$ cat src/common/shift_right_mq_cfg.svh
// Named constants of the shift-right unit: instruction fields, opcodes, register offsets.
// Assumes it is included by bare name; holds definitions only.
`ifndef SHIFT_RIGHT_MQ_CFG_SVH
`define SHIFT_RIGHT_MQ_CFG_SVH

// ==========================================================================
// Instruction word fields (big-endian bit 0 of the word is bit 31 here)
// ==========================================================================
`define SRMQ_PRI_HI 31
`define SRMQ_PRI_LO 26
`define SRMQ_SRC_HI 25
`define SRMQ_SRC_LO 21
`define SRMQ_DST_HI 20
`define SRMQ_DST_LO 16
`define SRMQ_CNT_HI 15
`define SRMQ_CNT_LO 11
`define SRMQ_XO_HI 10
`define SRMQ_XO_LO 1
`define SRMQ_RECORD_BIT 0
// Shift amount inside the count register (big-endian bits 27-31).
`define SRMQ_AMT_HI 4
`define SRMQ_AMT_LO 0

// ==========================================================================
// Opcodes
// ==========================================================================
`define SRMQ_PRIMARY_OP 6'h1F
`define SRMQ_XO_REG_MERGE 10'h2D9
`define SRMQ_XO_IMM_MASK 10'h2B8
`define SRMQ_XO_IMM_MERGE 10'h2F8

// ==========================================================================
// Word constants and condition field layout
// ==========================================================================
`define SRMQ_ZERO32 32'h0000_0000
`define SRMQ_ONES32 32'hFFFF_FFFF
`define SRMQ_WIDTH6 6'h20
`define SRMQ_COND_NEG 3
`define SRMQ_COND_POS 2
`define SRMQ_COND_ZERO 1
`define SRMQ_COND_SO 0

// ==========================================================================
// Register offsets (byte addresses, low eight address bits decoded)
// ==========================================================================
`define SRMQ_OFS_INSN 8'h00
`define SRMQ_OFS_SRC 8'h04
`define SRMQ_OFS_COUNT 8'h08
`define SRMQ_OFS_AUX 8'h0C
`define SRMQ_OFS_RESULT 8'h10
`define SRMQ_OFS_COND 8'h14
`define SRMQ_OFS_XSO 8'h18
`define SRMQ_OFS_STATUS 8'h1C
`define SRMQ_HTRANS_ACTIVE 1

`endif

$ cat src/common/shift_right_mq_pkg.sv
// Types shared by the shift-right unit and its datapath core.
// Assumes nothing of its surroundings.
package shift_right_mq_pkg;
  typedef logic [31:0] word_t;
  typedef logic [4:0] amount_t;
  typedef logic [3:0] cond_t;
  typedef enum logic [1:0] {OP_NONE, OP_REG_MERGE, OP_IMM_MASK, OP_IMM_MERGE} op_kind_t;
endpackage

$ cat src/common/shift_core_if.sv
// Signals between the unit's register side and its combinational datapath core.
// Assumes both ends sit in one clock domain; the core holds no state.
`timescale 1ns/1ps
interface shift_core_if;
  import shift_right_mq_pkg::*;
  word_t insn;
  word_t src_word;
  word_t count_word;
  word_t aux_word;
  op_kind_t op;
  amount_t amount;
  word_t rotated;
  word_t mask;
  word_t result;
  logic record;
  logic [4:0] dest_idx;
  modport core (input insn, src_word, count_word, aux_word,
                output op, amount, rotated, mask, result, record, dest_idx);
  modport user (output insn, src_word, count_word, aux_word,
                input op, amount, rotated, mask, result, record, dest_idx);
endinterface

$ cat src/verilog/shift_merge_core.sv
// Combinational decode, rotate, mask and merge for the three shift-right forms.
// Assumes the caller registers every result it keeps.
`timescale 1ns/1ps
`include "shift_right_mq_cfg.svh"
module shift_merge_core (
  shift_core_if.core cif // Operands in, decoded results out.
);
  import shift_right_mq_pkg::*;

  // ========================================================================
  // Decode and shift
  // ========================================================================
  always_comb begin
    cif.record = cif.insn[`SRMQ_RECORD_BIT];
    cif.dest_idx = cif.insn[`SRMQ_DST_HI:`SRMQ_DST_LO];
    cif.op = OP_NONE;
    if (cif.insn[`SRMQ_PRI_HI:`SRMQ_PRI_LO] == `SRMQ_PRIMARY_OP) begin
      unique case (cif.insn[`SRMQ_XO_HI:`SRMQ_XO_LO])
        `SRMQ_XO_REG_MERGE: cif.op = OP_REG_MERGE;
        `SRMQ_XO_IMM_MASK: cif.op = OP_IMM_MASK;
        `SRMQ_XO_IMM_MERGE: cif.op = OP_IMM_MERGE;
        default: cif.op = OP_NONE;
      endcase
    end
    if (cif.op == OP_REG_MERGE) begin
      cif.amount = cif.count_word[`SRMQ_AMT_HI:`SRMQ_AMT_LO];
    end else begin
      cif.amount = cif.insn[`SRMQ_CNT_HI:`SRMQ_CNT_LO];
    end
    // A left rotation by 32 - N; at N = 0 the left shift by 32 yields zero, as wanted.
    cif.rotated = (cif.src_word >> cif.amount) |
                  (cif.src_word << (`SRMQ_WIDTH6 - {1'b0, cif.amount}));
    cif.mask = `SRMQ_ONES32 >> cif.amount;
    unique case (cif.op)
      OP_IMM_MASK: cif.result = cif.rotated & cif.mask;
      OP_REG_MERGE, OP_IMM_MERGE: begin
        cif.result = (cif.rotated & cif.mask) | (cif.aux_word & ~cif.mask);
      end
      OP_NONE: cif.result = `SRMQ_ZERO32;
    endcase
  end
endmodule

$ cat src/verilog/shift_right_mq_merge_unit.sv
// Shift-right unit with the auxiliary multiply-quotient register, as an AHB-Lite slave.
// Assumes a single AHB-Lite master issuing single word transfers; hready_in is hreadyout.
//
// What this block does
// - Instruction words split into primary opcode, source, dest, count, extended opcode.
// - Extended opcodes 729, 696 and 760 under primary 31 select the three shift forms.
// - The register merge form takes N from the low five bits of the count operand.
// - The source word is rotated left by 32 minus N, the same as right by N.
// - Mask is N zeros then ones; merging picks rotated bits at ones, auxiliary bits at zeros.
// - Register merge stores the rotated word as auxiliary and the merged word as result.
// - Immediate merge merges with the prior auxiliary value and stores the rotated word.
// - No form changes the exception register, summary overflow included.
// - With the record bit set the condition field follows the result, else it is kept.
`timescale 1ns/1ps
`include "shift_right_mq_cfg.svh"
module shift_right_mq_merge_unit (
  input wire logic mclk_in, // 125 MHz clock.
  input wire logic rstn_in, // Synchronous reset, active low.
  input wire logic hsel_in, // Slave select.
  input wire shift_right_mq_pkg::word_t haddr_in, // Byte address.
  input wire logic [1:0] htrans_in, // Transfer type.
  input wire logic hwrite_in, // Write when high.
  input wire logic [2:0] hsize_in, // Transfer size, word only.
  input wire shift_right_mq_pkg::word_t hwdata_in, // Write data.
  input wire logic hready_in, // Bus ready.
  output logic hreadyout_out, // Slave ready, registered.
  output logic hresp_out, // Always OKAY, registered.
  output shift_right_mq_pkg::word_t hrdata_out // Read data, registered.
);
  import shift_right_mq_pkg::*;

  // ========================================================================
  // Bus slave
  // ========================================================================
  logic wr_pend_reg, wr_pend_next;
  logic rd_pend_reg, rd_pend_next;
  logic [7:0] addr_reg, addr_next;
  logic ready_reg, ready_next;
  word_t rdata_reg, rdata_next;
  logic resp_reg, resp_next;
  logic take;
  logic exec_fire;
  word_t src_reg, src_next;
  word_t count_reg, count_next;
  word_t aux_reg, aux_next;
  word_t insn_reg, insn_next;
  word_t result_reg, result_next;
  cond_t cond_reg, cond_next;
  logic so_reg, so_next;
  logic illegal_reg, illegal_next;
  logic done_reg, done_next;
  logic [4:0] dest_reg, dest_next;
  shift_core_if cif ();

  assign take = hsel_in && htrans_in[`SRMQ_HTRANS_ACTIVE] && hready_in;
  // Writing the instruction word executes it in the same data phase.
  assign exec_fire = wr_pend_reg && (addr_reg == `SRMQ_OFS_INSN);

  // Reads take one wait state so the answer always reflects every earlier write.
  always_comb begin
    wr_pend_next = wr_pend_reg;
    rd_pend_next = rd_pend_reg;
    addr_next = addr_reg;
    ready_next = ready_reg;
    rdata_next = rdata_reg;
    // Only OKAY is ever answered.
    resp_next = 1'b0;
    if (rd_pend_reg) begin
      rd_pend_next = 1'b0;
      ready_next = 1'b1;
      unique case (addr_reg)
        `SRMQ_OFS_INSN: rdata_next = insn_reg;
        `SRMQ_OFS_SRC: rdata_next = src_reg;
        `SRMQ_OFS_COUNT: rdata_next = count_reg;
        `SRMQ_OFS_AUX: rdata_next = aux_reg;
        `SRMQ_OFS_RESULT: rdata_next = result_reg;
        `SRMQ_OFS_COND: rdata_next = {28'h000_0000, cond_reg};
        `SRMQ_OFS_XSO: rdata_next = {31'h0000_0000, so_reg};
        `SRMQ_OFS_STATUS: rdata_next = {19'h0_0000, dest_reg, 6'h00, illegal_reg, done_reg};
        default: rdata_next = `SRMQ_ZERO32;
      endcase
    end else if (hready_in) begin
      wr_pend_next = take && hwrite_in;
      rd_pend_next = take && !hwrite_in;
      if (take) begin
        addr_next = haddr_in[7:0];
        ready_next = hwrite_in;
      end
    end
  end

  always_ff @(posedge mclk_in) begin
    if (!rstn_in) begin
      wr_pend_reg <= 1'b0;
      rd_pend_reg <= 1'b0;
      addr_reg <= 8'h00;
      ready_reg <= 1'b1;
      rdata_reg <= `SRMQ_ZERO32;
      resp_reg <= 1'b0;
    end else begin
      wr_pend_reg <= wr_pend_next;
      rd_pend_reg <= rd_pend_next;
      addr_reg <= addr_next;
      ready_reg <= ready_next;
      rdata_reg <= rdata_next;
      resp_reg <= resp_next;
    end
  end

  assign hreadyout_out = ready_reg;
  assign hrdata_out = rdata_reg;
  assign hresp_out = resp_reg;

  // ========================================================================
  // Datapath registers
  // ========================================================================
  assign cif.insn = hwdata_in;
  assign cif.src_word = src_reg;
  assign cif.count_word = count_reg;
  assign cif.aux_word = aux_reg;

  shift_merge_core u_core (
    .cif(cif)
  );

  always_comb begin
    src_next = src_reg;
    count_next = count_reg;
    aux_next = aux_reg;
    insn_next = insn_reg;
    result_next = result_reg;
    cond_next = cond_reg;
    so_next = so_reg;
    illegal_next = illegal_reg;
    done_next = done_reg;
    dest_next = dest_reg;
    if (wr_pend_reg) begin
      unique case (addr_reg)
        `SRMQ_OFS_SRC: src_next = hwdata_in;
        `SRMQ_OFS_COUNT: count_next = hwdata_in;
        `SRMQ_OFS_AUX: aux_next = hwdata_in;
        `SRMQ_OFS_XSO: so_next = hwdata_in[0];
        default: ;
      endcase
    end
    if (exec_fire) begin
      insn_next = hwdata_in;
      illegal_next = (cif.op == OP_NONE);
      done_next = (cif.op != OP_NONE);
      if (cif.op != OP_NONE) begin
        // All three forms store the rotated word in the auxiliary register.
        aux_next = cif.rotated;
        result_next = cif.result;
        dest_next = cif.dest_idx;
        if (cif.record) begin
          cond_next[`SRMQ_COND_NEG] = cif.result[31];
          cond_next[`SRMQ_COND_POS] = !cif.result[31] && (cif.result != `SRMQ_ZERO32);
          cond_next[`SRMQ_COND_ZERO] = (cif.result == `SRMQ_ZERO32);
          cond_next[`SRMQ_COND_SO] = so_reg;
        end
      end
    end
  end

  always_ff @(posedge mclk_in) begin
    if (!rstn_in) begin
      src_reg <= `SRMQ_ZERO32;
      count_reg <= `SRMQ_ZERO32;
      aux_reg <= `SRMQ_ZERO32;
      insn_reg <= `SRMQ_ZERO32;
      result_reg <= `SRMQ_ZERO32;
      cond_reg <= 4'h0;
      so_reg <= 1'b0;
      illegal_reg <= 1'b0;
      done_reg <= 1'b0;
      dest_reg <= 5'h00;
    end else begin
      src_reg <= src_next;
      count_reg <= count_next;
      aux_reg <= aux_next;
      insn_reg <= insn_next;
      result_reg <= result_next;
      cond_reg <= cond_next;
      so_reg <= so_next;
      illegal_reg <= illegal_next;
      done_reg <= done_next;
      dest_reg <= dest_next;
    end
  end

  // ========================================================================
  // Assertions
  // ========================================================================
  logic ok_fire;
  assign ok_fire = exec_fire && (cif.op != OP_NONE);

  property p_decode_reject;
    @(posedge mclk_in) disable iff (!rstn_in)
    exec_fire && (hwdata_in[`SRMQ_PRI_HI:`SRMQ_PRI_LO] != `SRMQ_PRIMARY_OP)
      |=> illegal_reg && !done_reg && $stable(aux_reg) && $stable(result_reg);
  endproperty
  a_decode_reject: assert property (p_decode_reject)
    else $error("bad primary opcode executed");

  property p_xo_accept;
    @(posedge mclk_in) disable iff (!rstn_in)
    exec_fire && (hwdata_in[`SRMQ_PRI_HI:`SRMQ_PRI_LO] == `SRMQ_PRIMARY_OP) &&
      (hwdata_in[`SRMQ_XO_HI:`SRMQ_XO_LO] == `SRMQ_XO_IMM_MERGE)
      |=> done_reg && (dest_reg == $past(hwdata_in[`SRMQ_DST_HI:`SRMQ_DST_LO]));
  endproperty
  a_xo_accept: assert property (p_xo_accept)
    else $error("valid opcode not taken");

  property p_reg_count_merge;
    @(posedge mclk_in) disable iff (!rstn_in)
    exec_fire && (cif.op == OP_REG_MERGE)
      |=> ((result_reg ^ $past(aux_reg)) & ~(`SRMQ_ONES32 >> $past(count_reg[4:0]))) == 0 &&
          ((result_reg ^ aux_reg) & (`SRMQ_ONES32 >> $past(count_reg[4:0]))) == 0;
  endproperty
  a_reg_count_merge: assert property (p_reg_count_merge)
    else $error("register merge wrong");

  property p_rotate;
    @(posedge mclk_in) disable iff (!rstn_in)
    ok_fire |=> aux_reg == 32'({$past(src_reg), $past(src_reg)} >> $past(cif.amount));
  endproperty
  a_rotate: assert property (p_rotate)
    else $error("rotated word wrong");

  property p_imm_mask;
    @(posedge mclk_in) disable iff (!rstn_in)
    exec_fire && (cif.op == OP_IMM_MASK)
      |=> result_reg ==
          (aux_reg & (`SRMQ_ONES32 >> $past(hwdata_in[`SRMQ_CNT_HI:`SRMQ_CNT_LO])));
  endproperty
  a_imm_mask: assert property (p_imm_mask)
    else $error("immediate mask result wrong");

  property p_imm_merge;
    @(posedge mclk_in) disable iff (!rstn_in)
    exec_fire && (cif.op == OP_IMM_MERGE)
      |=> ((result_reg ^ $past(aux_reg)) &
           ~(`SRMQ_ONES32 >> $past(hwdata_in[`SRMQ_CNT_HI:`SRMQ_CNT_LO]))) == 0;
  endproperty
  a_imm_merge: assert property (p_imm_merge)
    else $error("immediate merge wrong");

  property p_so_kept;
    @(posedge mclk_in) disable iff (!rstn_in)
    exec_fire |=> $stable(so_reg);
  endproperty
  a_so_kept: assert property (p_so_kept)
    else $error("exception bit changed");

  property p_no_record;
    @(posedge mclk_in) disable iff (!rstn_in)
    exec_fire && !hwdata_in[`SRMQ_RECORD_BIT] |=> $stable(cond_reg);
  endproperty
  a_no_record: assert property (p_no_record)
    else $error("condition field changed");

  property p_cond_flags;
    @(posedge mclk_in) disable iff (!rstn_in)
    ok_fire && hwdata_in[`SRMQ_RECORD_BIT]
      |=> cond_reg[`SRMQ_COND_NEG] == result_reg[31] &&
          cond_reg[`SRMQ_COND_ZERO] == (result_reg == `SRMQ_ZERO32) &&
          cond_reg[`SRMQ_COND_POS] == ($signed(result_reg) > 0) &&
          cond_reg[`SRMQ_COND_SO] == $past(so_reg);
  endproperty
  a_cond_flags: assert property (p_cond_flags)
    else $error("condition flags wrong");
endmodule

$ cat config.mk
export PLATFORM = sky130hd
export DESIGN_NAME = shift_right_mq_merge_unit
export DESIGN_NICKNAME = d
export VERILOG_FILES = /design/src/common/shift_right_mq_pkg.sv /design/src/common/shift_core_if.sv /design/src/verilog/shift_merge_core.sv /design/src/verilog/shift_right_mq_merge_unit.sv
export VERILOG_INCLUDE_DIRS = /design/src /design/src/common
export SDC_FILE = /design/constraint.sdc
export NUM_CORES = 1
export LEC_CHECK = 0
export ABC_AREA = 1
export BUFFER_PORTS_ARGS = -buffer_cell sky130_fd_sc_hd__buf_2
export CAP_MARGIN = 20
export CORE_MARGIN = 4
export CORE_UTILIZATION = 60
export CTS_CLUSTER_SIZE = 25
export DETAILED_ROUTE_END_ITERATION = 7
export PLACE_DENSITY = 0.86
export SETUP_SLACK_MARGIN = 0.2
export SLEW_MARGIN = 20
export SYNTH_ARGS = -nofsm -noshare
export SYNTH_HDL_FRONTEND = slang
export SYNTH_HIERARCHICAL = 1
export SYNTH_SLANG_ARGS = --single-unit
$ cat constraint.sdc
create_clock -name mclk_in -period 7.45 [get_ports mclk_in]
set_clock_uncertainty 0.2 [all_clocks]
set_input_delay 0.3725 -clock mclk_in [delete_from_list [all_inputs] [get_ports mclk_in]]
set_output_delay 0.3725 -clock mclk_in [all_outputs]
set_load 0.005 [all_outputs]
== Yosys cells after proc, flatten, opt, wreduce, memory -nomap -nowiden ==
Cells that the tools add are included.

* $add $sub $neg: 1
* Shifts and indexed selects: 3
* Reductions and logical operators: 24
* Eq/ne operators: 14
* Bitwise logic cells: 8
* Mux-type cells: 9

{| class="wikitable"
|+ Operators by type and width
! operator !! number
|-
| $pmux 32 s8 || 1
|-
| $mux 32 || 4
|-
| $pmux 32 s3 || 1
|-
| $and 32x32->32 || 2
|-
| $or 32x32->32 || 2
|-
| $eq 8x5->1 const B || 4
|-
| $logic_not 32->1 || 1
|-
| $not 32->32 || 1
|-
| $reduce_bool 32->1 || 1
|-
| $shl 32x6->32 || 1
|-
| $shr 32x5->32 || 1
|-
| $shr 32x5->32 const A || 1
|-
| $eq 10x10->1 const B || 3
|-
| $eq 8x4->1 const B || 2
|-
| $reduce_and 2->1 || 6
|-
| $eq 8x3->1 const B || 1
|-
| $logic_not 8->1 || 1
|-
| $eq 6x5->1 const B || 1
|-
| $logic_and 1x1->1 || 6
|-
| $pmux 2 s3 || 1
|-
| $reduce_and 3->1 || 2
|-
| $sub 6x5->6 const A || 1
|-
| $mux 5 || 1
|-
| $eq 2x2->1 const B || 2
|-
| 8 further kinds || 12
|}

* Input port bits: 74
* Flip-flop bits (word level): 215
* Output and inout bits: 34

== Depth between registers and ports, before layout ==
* Word-level depth: 13
* Mapped depth: 29
* Depth with buffers taken out: 28

== Hierarchy ==
Netlist, hierarchy kept.

{| class="wikitable"
|+ Modules (own cells, without submodules)
! module !! times used !! area each (µm²) !! cells an instance !! seq. area each (µm²)
|-
| shift_right_mq_merge_unit || 1 || 9,066.2 || 1,256 || 4,304.1
|-
| shift_merge_core || 1 || 4,528.1 || 975 || 0.0
|}

== Worst setup path after synthesis ==
OpenSTA, ideal clock, no wires.

* Kind: input to register
* From: input port hwdata_in[3]
* To: register cond_reg[2]
* Required time: 7.118 ns
* Stages: 28
* Arrival: 3.730 ns
* Slack: 3.388 ns
* Path buffers: 3
* Cell sequence: inv_1 nand2_1 inv_1 nand3_1 nand3_4 nand2_1 nand2_2 buf_1 ha_1 inv_1 ha_1 clkbuf_1 clkinv_1 clkbuf_1 o21ai_0 nand2_1 nand2_1 nand2_1 nand2_1 nand2_1 o21ai_1 inv_1 nor2_1 nand4_1 nor2_1 nand2_1 nand2_1 a21oi_1

* Word-level cells in the longest chain between the ends: 13
* Elaborated cells on any way between the ends: 26
* Those cells by class: add/sub: 1; eq/ne: 6; shift: 3; mux: 4; bitwise: 5; reduce/logical: 7

{| class="wikitable"
|+ RTL lines
! what !! line !! RTL
|-
| from (decl) || shift_right_mq_merge_unit.sv:24 || <nowiki>input wire shift_right_mq_pkg::word_t hwdata_in,</nowiki>
|-
| $eq 10x10->1 || shift_merge_core.sv:18 || <nowiki>unique case (cif.insn[`SRMQ_XO_HI:`SRMQ_XO_LO])</nowiki>
|-
| $pmux 2 s3 (*) || shift_merge_core.sv:18 ||
|-
| $mux 2 (*) || shift_merge_core.sv:17 || <nowiki>if (cif.insn[`SRMQ_PRI_HI:`SRMQ_PRI_LO] == `SRMQ_PRIMARY_OP) begin</nowiki>
|-
| $eq 2x1->1 (*) || shift_merge_core.sv:25 || <nowiki>if (cif.op == OP_REG_MERGE) begin</nowiki>
|-
| $mux 5 (*) || shift_merge_core.sv:25 ||
|-
| $sub 6x5->6 (no line) || -- ||
|-
| $shl 32x6->32 || shift_merge_core.sv:32 || <nowiki>(cif.src_word << (`SRMQ_WIDTH6 - {1'b0, cif.amount}));</nowiki>
|-
| $or 32x32->32 (*) || shift_merge_core.sv:31 || <nowiki>cif.rotated = (cif.src_word >> cif.amount) |</nowiki>
|-
| net cif.rotated[17] || shift_core_if.sv:12 || <nowiki>word_t rotated;</nowiki>
|-
| $and 32x32->32 (*) || shift_merge_core.sv:35, shift_merge_core.sv:37 ||
|-
| $or 32x32->32 || shift_merge_core.sv:37 || <nowiki>cif.result = (cif.rotated & cif.mask) | (cif.aux_word & ~cif.mask);</nowiki>
|-
| $pmux 32 s3 (*) || shift_merge_core.sv:34 || <nowiki>unique case (cif.op)</nowiki>
|-
| net cif.result[17] || shift_core_if.sv:14 || <nowiki>word_t result;</nowiki>
|-
| $reduce_bool 32->1 (no line) (*) || -- ||
|-
| $logic_and 1x1->1 (*) || shift_right_mq_merge_unit.sv:157 || <nowiki>cond_next[`SRMQ_COND_POS] = !cif.result[31] && (cif.result != `SRMQ_ZERO32);</nowiki>
|-
| to (signal assigned) || shift_right_mq_merge_unit.sv:183 || <nowiki>cond_reg <= cond_next;</nowiki>
|-
| to (decl) || shift_right_mq_merge_unit.sv:48 || <nowiki>cond_t cond_reg, cond_next;</nowiki>
|}

Mark *: on every way through the listed nets, which the timed path passes. The rest lies on a longest branch.
A chain may end at the register's enable or synchronous reset.

== Worst setup path in the final report ==
* From: input port hwdata_in[27]
* To: register cond_reg[2]

* Word-level cells in the longest chain between the ends: 12
* Elaborated cells on any way between the ends: 23
* Those cells by class: add/sub: 1; eq/ne: 4; shift: 3; mux: 3; bitwise: 5; reduce/logical: 7

{| class="wikitable"
|+ RTL lines
! what !! line
|-
| $eq 6x5->1 (no line) (*) || --
|-
| $mux 2 (*) || shift_merge_core.sv:17
|-
| $eq 2x1->1 (*) || shift_merge_core.sv:25
|-
| $mux 5 (*) || shift_merge_core.sv:25
|-
| $sub 6x5->6 (no line) || --
|-
| $shl 32x6->32 || shift_merge_core.sv:32
|-
| $or 32x32->32 (*) || shift_merge_core.sv:31
|-
| net cif.rotated[30] || shift_core_if.sv:12
|-
| $and 32x32->32 (*) || shift_merge_core.sv:35, shift_merge_core.sv:37
|-
| $or 32x32->32 || shift_merge_core.sv:37
|-
| $pmux 32 s3 (*) || shift_merge_core.sv:34
|-
| net cif.result[30] || shift_core_if.sv:14
|-
| $reduce_bool 32->1 (no line) (*) || --
|-
| $logic_and 1x1->1 (*) || shift_right_mq_merge_unit.sv:157
|}

Marked as above.

==> results by group <==
Routing
  • DRC violation total after the first TritonRoute iteration: between 2000 and 3000
  • Final Routed Wirelength: around 53000 um
  • Mean routed wirelength per cell: 21.1 um
  • Vias per inst: around 6.4
  • Count of TritonRoute iterations in the first routing pass: 8
  • Remaining routing DRC violations: 5
  • Via total after detailed routing: approximately 16000
  • Remaining antenna violation count: 0

STA
  • Final hold violation count: 0
  • Worst slew margin: 0.195
  • Setup repair after global routing missed its margin: no
  • Final worst-path cycle share: 0.762
  • Period minus WS final: approximately 5700 ps
  • Finish-stage setup viols: 0
  • Final sum of negative setup slack: 0 ps
  • Max-slew violation total from the final report: 0
  • Top achievable clock speed: 176 MHz
  • Worst Max-Slew Pin Slew: roughly 1200 ps

Yosys
  • Synth Area per Inst: just over 6 um2
  • Gate Count Post-Synth: approximately 2200
  • Cell area after synthesis: around 14000 um2
  • Count of warnings emitted by yosys: 6
  • Synth Net Count: roughly 2300

Floorplanning
  • Core footprint: 22000 um2
  • Die Outline Area: roughly 25000 um2
  • Die H: 158 um
  • IO Count: 108
  • Die width: between 150 and 200 um
  • Site row count: 54
  • Starting density of the core: 0.616

Clocking
  • Latest clock arrival within the worst-skew pair: 510 ps
  • Clock Tree Root: clkbuf_16
  • CTS clock-pin slew for the worst setup and hold paths: approximately 60 ps
  • Number of buffers inserted by post-CTS setup repair: 0
  • Clock tree from TritonCTS: yes
  • Depth of the CTS H-tree: 1
  • Longest Clk Path Bufs: 3
  • TritonCTS sink count: 215
  • CTS Buf Count: 21

Job
  • Max-capacitance violation count: 0

Critical path
  • Worst Path Required: around 7600 ps
  • Highest fanout seen on the critical path: 34
  • Setup CP Type: input pin to register
  • Critical path capture point type: register
  • Worst Setup Start Kind: input pin
  • Worst EP arrival: approximately 5900 ps

Pwr
  • PD cells: 190 nW/um2
  • Worst VDD drop: between 150 and 200 uV
  • Cell leakage power: 0.00655 uW

Hold path
  • Tightest Hold Check Type: input pin to register

Cells and area
  • Share of layout cells above drive strength 1: 0.0838
  • Post-Route Utilization: 0.664
  • Final std cell area, no fill: about 15000 um2
  • Final-stage net count: 2295
  • Most common library cell in the layout ignoring fill and taps: nand2_1
  • Most frequent cells in the layout: nand2_1 (548), nand3_1 (454), o21ai_0 (261), dfxtp_1 (215)
  • Antenna cell count: 0
  • Layout overhead on the synthesized area: 7.82%

Place
  • Placed wire-length estimate after detailed placement: about 37000 um
  • Placed Area: between 10000 and 15000 um2
  • Number of buffers added on ports: just under 80
  • Final RePlAce weighted congestion: between 1 and 1.5

Global routing
  • Via count of the first global-routing pass: between 10000 and 15000
  • Pin count of the biggest net entering global routing: 120
  • Antenna violations before repair: 0
  • Global-route wire length before repair: approximately 80000 um
  • Global-route total usage across every layer: 0.412
  • Residual overflow from global routing: 0

Outcome
  • Failing checks: DRC
  • Outcome: finished with violations
==> metrics by stage <==
step	hold slack (ps)	instances	worst slack [ps]	total power, uW
floorplan	225	2225	3390	1530
detailed placement	234	2455	2230	1690
CTS	0.629	2511	2210	2750
global route	15.2	2511	1700	2860
global placement	234	2455	2310	1680
finish	3.42	2511	1770	2780
==> layout make-up <==
| cell class | count | area [um2] |
|---|---|---|
| multi-input combinational | 1662 | 7790 |
| fill | 2005 | 7400 |
| sequential | 215 | 4300 |
| inverter | 200 | 756 |
| timing repair buffer | 117 | 746 |
| clock buffer | 28 | 582 |
| tap | 280 | 350 |
| clock inverter | 9 | 104 |
==> what timing repair did <==
item	4_1_cts	5_1_grt
hold buffers	19	0
gates resized for setup	0	0
hold endpoints to repair	22	0
==> critical path, stage by stage <==
cell and delay (ps):
dlygate4sd3_1 520, buf_2 120, nand2_1 90, nor3_4 490
nand4_1 170, nand2_2 650, nand2_1 470, nor2_1 240
nand2_1 70, nand2_1 770, nand3_1 410, nand3_1 250
nand3_1 170, o21a_1 260, nor2_1 120, nand4_1 150
nor2_1 250, nand2_1 90, nand2_1 70, a21oi_1 50
==> where the power goes <==
group / switching (uW) / total [uW] / internal (uW) / leakage, uW
registers: 11.5 / 1180 / 1170 / 0.00174
clock network: 459 / 1080 / 620 / 0.000333
logic: 392 / 520 / 128 / 0.00448
==> per-layer routing <==
metal	vias to the layer above	wire, um	track usage
met5	-	0	0
met4	0	3070	0.190
met3	186	6550	0.0821
met2	1146	22800	0.623
met1	7258	20600	0.567
li1	7370	-	-
==> worst paths after layout <==
kind	startpoint	to	slack, ps	depth (start not counted)
setup / recovery	hwdata_in[27]	cond_reg[2]	1770	20
hold / removal	hwdata_in[23]	cif.count_word[23]	3	3
setup reg to reg	cif.count_word[1]	cond_reg[2]	2540	17
hold reg to reg	hrdata_out[22]	hrdata_out[22]	250	2
No activity file was read; power rests on OpenSTA's default activity.
